===== src/hw_mode_pkg.sv =====
// Purpose: constants, types and carriers of the hardware-mode strap and status logic
// Assumes: one clock (hclk, 125 MHz), registers reached over AHB-Lite
// Notes: strap pins are sampled once after reset release
// ----------------------------------------------------------------
// ----------------------------------------------------------------
package hw_mode_pkg;
    localparam logic [11:0] CTRL_OFS = 12'h000;
    localparam logic [11:0] STATUS_OFS = 12'h004;
    localparam int RATIO_LSB = 0;
    localparam int REF_BIT = 2;
    localparam logic [1:0] RATIO_RST = 2'h0;
    localparam logic [1:0] RATIO_256 = 2'h1;
    localparam logic [1:0] RATIO_512 = 2'h2;
    localparam logic [10:0] MULT_128 = 11'h080;
    localparam logic [10:0] MULT_256 = 11'h100;
    localparam logic [10:0] MULT_512 = 11'h200;
    localparam logic [6:0] BCLK_DIV = 7'h40;
    localparam logic [6:0] NO_DIV = 7'h01;
    localparam logic [1:0] SETTLE_CNT = 2'h2;
    localparam logic [31:0] ZERO_WORD = 32'h0000_0000;

    typedef enum logic [2:0] {
        PH_HELD = 3'b001,
        PH_SETTLE = 3'b010,
        PH_RUN = 3'b100
    } phase_e;

    typedef struct packed {
        logic receiver_error_pin;
        logic validity_audio_pin;
        logic mclk_out_pin;
        logic chan_status_pin;
        logic passthru_user_pin;
        logic port1_serial_data;
        logic recovered_master_clock;
    } strap_s;

    typedef struct packed {
        strap_s strap;
        logic tx_select;
        logic rx_select;
        logic output_format_strap;
        logic port_role_strap;
        logic [1:0] rx_in;
        logic port2_frame_clock;
        logic crystal_input;
    } pin_in_s;

    typedef struct packed {
        logic nonvalid_qualified_error;
        logic plain_receive_fault;
        logic pcm_audio;
        logic cs_bit;
        logic user_bit;
        logic val_bit;
        logic subframe_stb;
        logic z_preamble;
        logic src_locked;
        logic port1_data;
        logic pll_clock;
    } core_in_s;

    typedef struct packed {
        logic hw_mode;
        logic src_clk_pll;
        logic port1_clk_recovered;
        logic deemph_auto;
        logic out_format;
        logic port_role_master;
        logic active_rx;
        logic [10:0] recovered_master_clock_mult;
        logic [6:0] rate_div;
    } cfg_s;

    typedef struct packed {
        phase_e phase;
        logic [1:0] settle;
        pin_in_s meta;
        pin_in_s sync;
        logic lrck_d;
        strap_s strap;
        logic fmt;
        logic role;
        logic cs_hold;
        logic user_hold;
        logic val_hold;
        logic cs_ser;
        logic user_ser;
        logic val_ser;
        logic seen_z;
        logic blk;
        logic lock_lost;
        logic [1:0] ratio;
        logic ref_bclk;
        logic dp_wr;
        logic [11:0] dp_addr;
        logic [31:0] rdata;
        strap_s pout;
        cfg_s cfg;
    } st_s;
endpackage


===== src/hw_mode_ctrl.sv =====
// Purpose: strap capture, status pins and bit serialisation in hardware mode
// Assumes: pins and frame clock are asynchronous; core_in is on hclk
// Notes: clocks are repeated at hclk rate, so only slow clocks pass cleanly
//
// Our own choices: the register offsets and register access over AHB-Lite.
`timescale 1ns/100ps
module hw_mode_ctrl
    import hw_mode_pkg::*;
(
    input wire logic hclk,
    input wire logic hresetn,
    input wire logic hsel,
    input wire logic [31:0] haddr,
    input wire logic [1:0] htrans,
    input wire logic hwrite,
    input wire logic [2:0] hsize,
    input wire logic [31:0] hwdata,
    input wire logic hready,
    output logic hreadyout,
    output logic hresp,
    output logic [31:0] hrdata,
    input wire pin_in_s pins_in,
    input wire core_in_s core_in,
    output strap_s pins_out,
    output strap_s pins_oe,
    output cfg_s cfg,
    output logic block_start_flag,
    output logic converter_lock_lost,
    output logic low_power
);
    // ----------------------------------------------------------------
    // helpers
    // ----------------------------------------------------------------
    function automatic logic hit(input logic [11:0] a, input logic [11:0] ofs);
        hit = (a == ofs);
    endfunction

    function automatic logic [10:0] mult_of(input logic [1:0] r);
        case (r)
            RATIO_256: mult_of = MULT_256;
            RATIO_512: mult_of = MULT_512;
            default: mult_of = MULT_128;
        endcase
    endfunction

    st_s st_r;
    st_s st_nxt;
    logic acc;
    logic edge2;

    // ----------------------------------------------------------------
    // next state
    // ----------------------------------------------------------------
    always_comb begin
        st_nxt = st_r;
        acc = hsel & hready & htrans[1];
        // first stage feeds only the second
        st_nxt.meta = pins_in;
        st_nxt.sync = st_r.meta;
        st_nxt.lrck_d = st_r.sync.port2_frame_clock;
        // edges only count in run phase: reset zeros in the sync chain are no edge
        edge2 = (st_r.phase == PH_RUN) & (st_r.sync.port2_frame_clock ^ st_r.lrck_d);

        // strap phase: pins float until straps are caught
        case (st_r.phase)
            PH_HELD: begin
                st_nxt.phase = PH_SETTLE;
                st_nxt.settle = 2'h0;
            end
            PH_SETTLE: begin
                st_nxt.settle = 2'(st_r.settle + 2'h1);
                if (st_r.settle == SETTLE_CNT) begin
                    // wait lets the synchroniser show the strap, not reset junk
                    st_nxt.strap = st_r.sync.strap;
                    st_nxt.fmt = st_r.sync.output_format_strap;
                    st_nxt.role = st_r.sync.port_role_strap;
                    st_nxt.phase = PH_RUN;
                end
            end
            PH_RUN: begin
                st_nxt.phase = PH_RUN;
            end
            default: begin
                st_nxt.phase = PH_HELD;
            end
        endcase

        // receiver bits captured per subframe
        if (core_in.subframe_stb) begin
            st_nxt.cs_hold = core_in.cs_bit;
            st_nxt.user_hold = core_in.user_bit;
            st_nxt.val_hold = core_in.val_bit;
            if (core_in.z_preamble) begin
                st_nxt.seen_z = 1'b1;
                st_nxt.blk = 1'b1;
            end else begin
                st_nxt.blk = 1'b0;
            end
        end

        // both frame-2 clock edges advance the serial bits
        if (edge2) begin
            st_nxt.cs_ser = st_r.cs_hold;
            st_nxt.user_ser = st_r.user_hold;
            st_nxt.val_ser = st_r.val_hold;
        end

        st_nxt.lock_lost = ~core_in.src_locked;

        // ahb write data phase
        st_nxt.dp_wr = 1'b0;
        if (st_r.dp_wr && hit(st_r.dp_addr, CTRL_OFS)) begin
            st_nxt.ratio = hwdata[RATIO_LSB +: 2];
            st_nxt.ref_bclk = hwdata[REF_BIT];
        end
        if (acc) begin
            st_nxt.dp_wr = hwrite;
            st_nxt.dp_addr = haddr[11:0];
        end
        // reads see a write made just before them
        if (acc && !hwrite) begin
            if (hit(haddr[11:0], CTRL_OFS)) begin
                st_nxt.rdata = ZERO_WORD;
                st_nxt.rdata[RATIO_LSB +: 2] = st_nxt.ratio;
                st_nxt.rdata[REF_BIT] = st_nxt.ref_bclk;
            end else if (hit(haddr[11:0], STATUS_OFS)) begin
                st_nxt.rdata = {17'h0_0000, st_r.lock_lost, st_r.seen_z,
                    st_r.blk, st_r.role, st_r.fmt, st_r.strap, st_r.phase};
            end else begin
                st_nxt.rdata = ZERO_WORD;
            end
        end

        // pins and configuration
        st_nxt.pout = '0;
        if (st_r.phase == PH_RUN) begin
            st_nxt.pout.receiver_error_pin = st_r.strap.receiver_error_pin ?
                core_in.plain_receive_fault :
                core_in.nonvalid_qualified_error;
            st_nxt.pout.validity_audio_pin = st_r.strap.validity_audio_pin ?
                ~core_in.pcm_audio : st_r.val_ser;
            st_nxt.pout.mclk_out_pin = st_r.sync.crystal_input;
            st_nxt.pout.chan_status_pin = st_r.cs_ser;
            st_nxt.pout.passthru_user_pin = st_r.strap.passthru_user_pin ?
                st_r.user_ser :
                st_r.sync.rx_in[st_r.sync.tx_select];
            st_nxt.pout.port1_serial_data = core_in.port1_data;
            st_nxt.pout.recovered_master_clock = core_in.pll_clock;
        end
        st_nxt.cfg.hw_mode = st_r.strap.chan_status_pin;
        st_nxt.cfg.src_clk_pll = st_r.strap.mclk_out_pin;
        st_nxt.cfg.port1_clk_recovered = st_r.strap.recovered_master_clock;
        st_nxt.cfg.deemph_auto = ~st_r.strap.port1_serial_data;
        st_nxt.cfg.out_format = st_r.fmt;
        st_nxt.cfg.port_role_master = st_r.role;
        st_nxt.cfg.active_rx = st_r.sync.rx_in[st_r.sync.rx_select];
        st_nxt.cfg.recovered_master_clock_mult = mult_of(st_r.ratio);
        st_nxt.cfg.rate_div = st_r.ref_bclk ? BCLK_DIV : NO_DIV;
    end

    // ----------------------------------------------------------------
    // state register
    // ----------------------------------------------------------------
    always_ff @(posedge hclk or negedge hresetn) begin
        if (!hresetn) begin
            st_r <= '0;
            st_r.phase <= PH_HELD;
            st_r.ratio <= RATIO_RST;
            st_r.cfg.rate_div <= NO_DIV;
            st_r.cfg.recovered_master_clock_mult <= MULT_128;
        end else begin
            st_r <= st_nxt;
        end
    end

    // ----------------------------------------------------------------
    // outputs
    // ----------------------------------------------------------------
    assign hreadyout = 1'b1;
    assign hresp = 1'b0;
    assign hrdata = st_r.rdata;
    assign pins_out = st_r.pout;
    // driven only after straps are caught, so the pull resistor is read clean
    assign pins_oe = (st_r.phase == PH_RUN) ? '1 : '0;
    assign cfg = st_r.cfg;
    assign block_start_flag = st_r.blk;
    assign converter_lock_lost = st_r.lock_lost;
    assign low_power = (st_r.phase != PH_RUN);
endmodule // hw_mode_ctrl


===== config.mk =====
export PLATFORM = sky130hd
export DESIGN_NAME = hw_mode_ctrl
export DESIGN_NICKNAME = d
export VERILOG_FILES = /design/src/hw_mode_pkg.sv /design/src/hw_mode_ctrl.sv
export SDC_FILE = /design/constraint.sdc
export NUM_CORES = 1
export LEC_CHECK = 0
export ABC_AREA = 0
export BUFFER_PORTS_ARGS = -buffer_cell sky130_fd_sc_hd__clkbuf_2
export CAP_MARGIN = 20
export CORE_ASPECT_RATIO = 0.8
export CORE_MARGIN = 5
export CORE_UTILIZATION = 30
export CTS_CLUSTER_SIZE = 28
export DETAILED_ROUTE_END_ITERATION = 8
export MAX_ROUTING_LAYER = met4
export REMOVE_ABC_BUFFERS = 1
export SLEW_MARGIN = 20
export SYNTH_ARGS = -nofsm -noshare
export SYNTH_HDL_FRONTEND = slang
export SYNTH_SLANG_ARGS = --single-unit

===== constraint.sdc =====
create_clock -name hclk -period 1.7 [get_ports hclk]
set_input_delay 0.085 -clock hclk [delete_from_list [all_inputs] [get_ports hclk]]
set_output_delay 0.085 -clock hclk [all_outputs]
set_load 0.03 [all_outputs]

==> summary.md <==
| Metric | Value |
|---|---|
| Status | complete, no violations |
| Vias/cell | about 4.1 |
| Synth top area cells | dfrtp_1 61%, buf_4 13%, mux2_1 4.3% |
| Worst path arrival time | around 1.9 ns |
| Most frequent cells in the layout | 100 x dfrtp_1, 87 x clkbuf_2, 37 x dlygate4sd3_1, 32 x conb_1, 16 x mux2_1 |
| Slew margin rel. | 64.0% |
| Worst hold slack | 0.0237 ns |
| Total Wirelength | 8160 um |
| Antenna diode count | 0 |
| Share of Yosys cell area claimed by the top area cell type | 60.5% |
| Critical Path Source Type | input port |
| Initial antenna violation count | 0 |
| Yosys top cell by area | dfrtp_1 |
| Worst slack at placement | -0.0260 ns |
| Mean area per synthesized cell | between 10 and 15 sq um |
| RSZ-0062 raised after global routing | no |
| CP delay by family, top | simple AND/OR/NAND/NOR gates |
| Buffers on Ports | 90 |
| DIE HEIGHT | roughly 120 um |
| I/O Pins | about 180 |
| Final Hold Vio Count | 0 |
| WP buf/inv | 2 |
| Rows | 38 |
| Crit-path cells | dlygate4sd3_1 > clkbuf_2 > or3_4 > nor4_4 > and2_4 > a22o_1 |
| Nets@finish | 510 |
| # clock sinks | 104 |
| Starting Density | about 30% |
| Post-route setup slack | around 0.055 ns |
| Slew @ Worst Pin | 0.539 ns |
| CTS tree | built |
| Clock root buffer master | clkbuf_16 |
| Dpl hpwl | 5630 um |
| Sequential share of the synthesized area | between 60% and 70% |
| TritonCTS buffer count | 9 |
| Iter 0 DRT Violations | 70 |
| Via count | between 2000 and 2500 |
| Worst hold path class | input port to flip-flop |
| Clk_skew | about 0.010 ns |
| Fin util | between 30% and 40% |
| ANT nets after route | 0 |
| Die width | roughly 140 um |
| DRT Pass-1 Iters | 4 |
| Peak Freq | between 600 and 700 MHz |
| DRC | 0 |
| # setup viols final | 0 |
| Vias in the first global route | 2504 |
| Total GRT Usage | 10.7% |
| Routed len/inst | around 14 um |
| Worst EP required | 1.99 ns |
| Critical path endpoint category | flip-flop |
| CP max FO | 6 |
| Htree depth | 3 |
| Register bit total from synthesis | 104 |
| Max_cap viols | 0 |
| First-pass GRT wire length | 12900 um |
| P per Cell Area | about 1100 nW/um^2 |
| Commonest non-fill, non-tap cell in the layout | dfrtp_1 |
| Peak supply drop | between 0.0005 and 0.0006 V |
| Clk buf depth | 2 |
| Setup Crit Path Kind | input port to flip-flop |
| Pin count of the biggest net entering global routing | 105 |
| Count of different cell masters after synthesis | 42 |
| Leakage power | 2.55 nW |
| Ratio of cells with drive above 1 in the final layout | about a third |
| Syn Inst Count | ~310 |
| Die area | 16400 sq um |
| Total grt overflow | 0 |
| Clk_lat worst skew | roughly 0.35 ns |
| Flop2flop setup slack | approximately 0.12 ns |
| Period utilization | between 90% and 100% |
| Total negative setup slack | 0 ns |
| Final Max Tran Viols | 0 |
| Core area | ~14000 sq um |
| Synth Cell Area | between 4000 and 5000 sq um |
| Area grow syn2layout | 25.7% |
| Fillers | between 1000 and 1500 |
| Tot Pwr | roughly 5.7 mW |
| Crit-path slowest cell | dlygate4sd3_1 |
| Final RePlAce weighted congestion | 0.787 |
| Clock transition at path regs | around 0.07 ns |
| Slowest cell delay on critical path | 0.53 ns |
| Synth warn | 0 |
| Tmin final | approximately 1.6 ns |
## registers in the layout, summed over array words and instances (netlist names)
name	count
st_r	47
st_nxt	21
hrdata	15
cfg	12
pins_out	7
block_start_flag	1
converter_lock_lost	1
## layout make-up
| type | instances | area, sq um | share of cell area (%) |
|---|---|---|---|
| clock buffer | 10 | 229 | 4.36 |
| clock inverter | 6 | 116 | 2.22 |
| inverter | 10 | 37.5 | 0.715 |
| multi-input combinational | 145 | 1110 | 21.1 |
| sequential | 104 | 2610 | 49.7 |
| tap | 180 | 225 | 4.29 |
| timing repair buffer | 137 | 928 | 17.7 |
## per-stage QoR
| step | instances | instance area (sq um) |
|---|---|---|
| after global placement | 537 | 4480 |
| after floorplan | 258 | 3710 |
| after CTS | 591 | 5220 |
| after global routing | 592 | 5250 |
| final | 592 | 5250 |
| after detailed placement | 537 | 4480 |
## synth_stat cells (all sizes together)
library cell	n
nand2	6
nand3	1
a22o	12
nor4	3
a32o	2
nand2b	2
a211oi	1
a41o	1
nand4b	1
ha	3
or4	2
dfstp	3
and2	5
a21oi	5
nor3	4
mux2i	2
nand4	1
buf	75
a21o	4
o21ai	8
mux2	28
nor2	7
dfrtp	101
and4	2
clkbuf	3
nor3b	1
or3	1
nor4b	5
conb	2
or2	1
a211o	2
xor2	2
inv	10
## tightest hold or removal path, cell delays in order
cell and delay [ns]:
clkbuf_2 0.08, mux2i_1 0.06, nor2_1 0.11
## routing by layer
| metal | global-route usage [%] | vias to the layer above | routed length (um) |
|---|---|---|---|
| li1 | - | 1144 | - |
| met1 | 12.9 | 1223 | 3510 |
| met2 | 16.4 | 74 | 3970 |
| met3 | 3.84 | 12 | 548 |
| met4 | 4.41 | 0 | 130 |
| met5 | - | - | 0 |
## logic make-up after synthesis
| kind of cell | synth area share (%) |
|---|---|
| DFF | 62.4 |
| buffers and inverters | 14.7 |
| and+or+nand+nor | 7.22 |
| AOI/OAI and AO/OA | 6.11 |
| muxes | 8.03 |
| adders and majority gates | 0.899 |
| other | 0.180 |
| xor gates and xnor gates | 0.420 |
## power by group
part	internal (mW)	leakage [nW]	switching, mW
clock network	1.45	0.167	0.910
logic	0.224	1.14	0.334
registers	2.64	1.25	0.0927
## worst paths after layout
check | cells past startpoint | endpoint | start
min in group asynchronous | 3 | cfg[19]$_DFF_PN0_ | hresetn
worst min-delay path | 3 | pins_out[6]$_DFF_PN0_ | core_in[10]
worst min register to register | 0 | st_r[112]$_DFF_PN0_ | st_nxt[112]$_DFF_PN0_
worst max-delay path | 6 | hrdata[7]$_DFFE_PN0P_ | haddr[0]
max in group asynchronous | 3 | st_r[98]$_DFF_PN0_ | hresetn
worst max register to register | 5 | st_r[93]$_DFFE_PN0P_ | st_r[129]$_DFFE_PN0P_
## repair_timing
item	CTS	global route
hold buffers	38	0
gates resized for setup	3	6
buffers inserted	0	2
hold endpoints to repair	139	0
pin swaps	0	10
gates cloned	0	1
setup endpoints to repair	3	23
No activity file was read; power rests on OpenSTA's default activity.
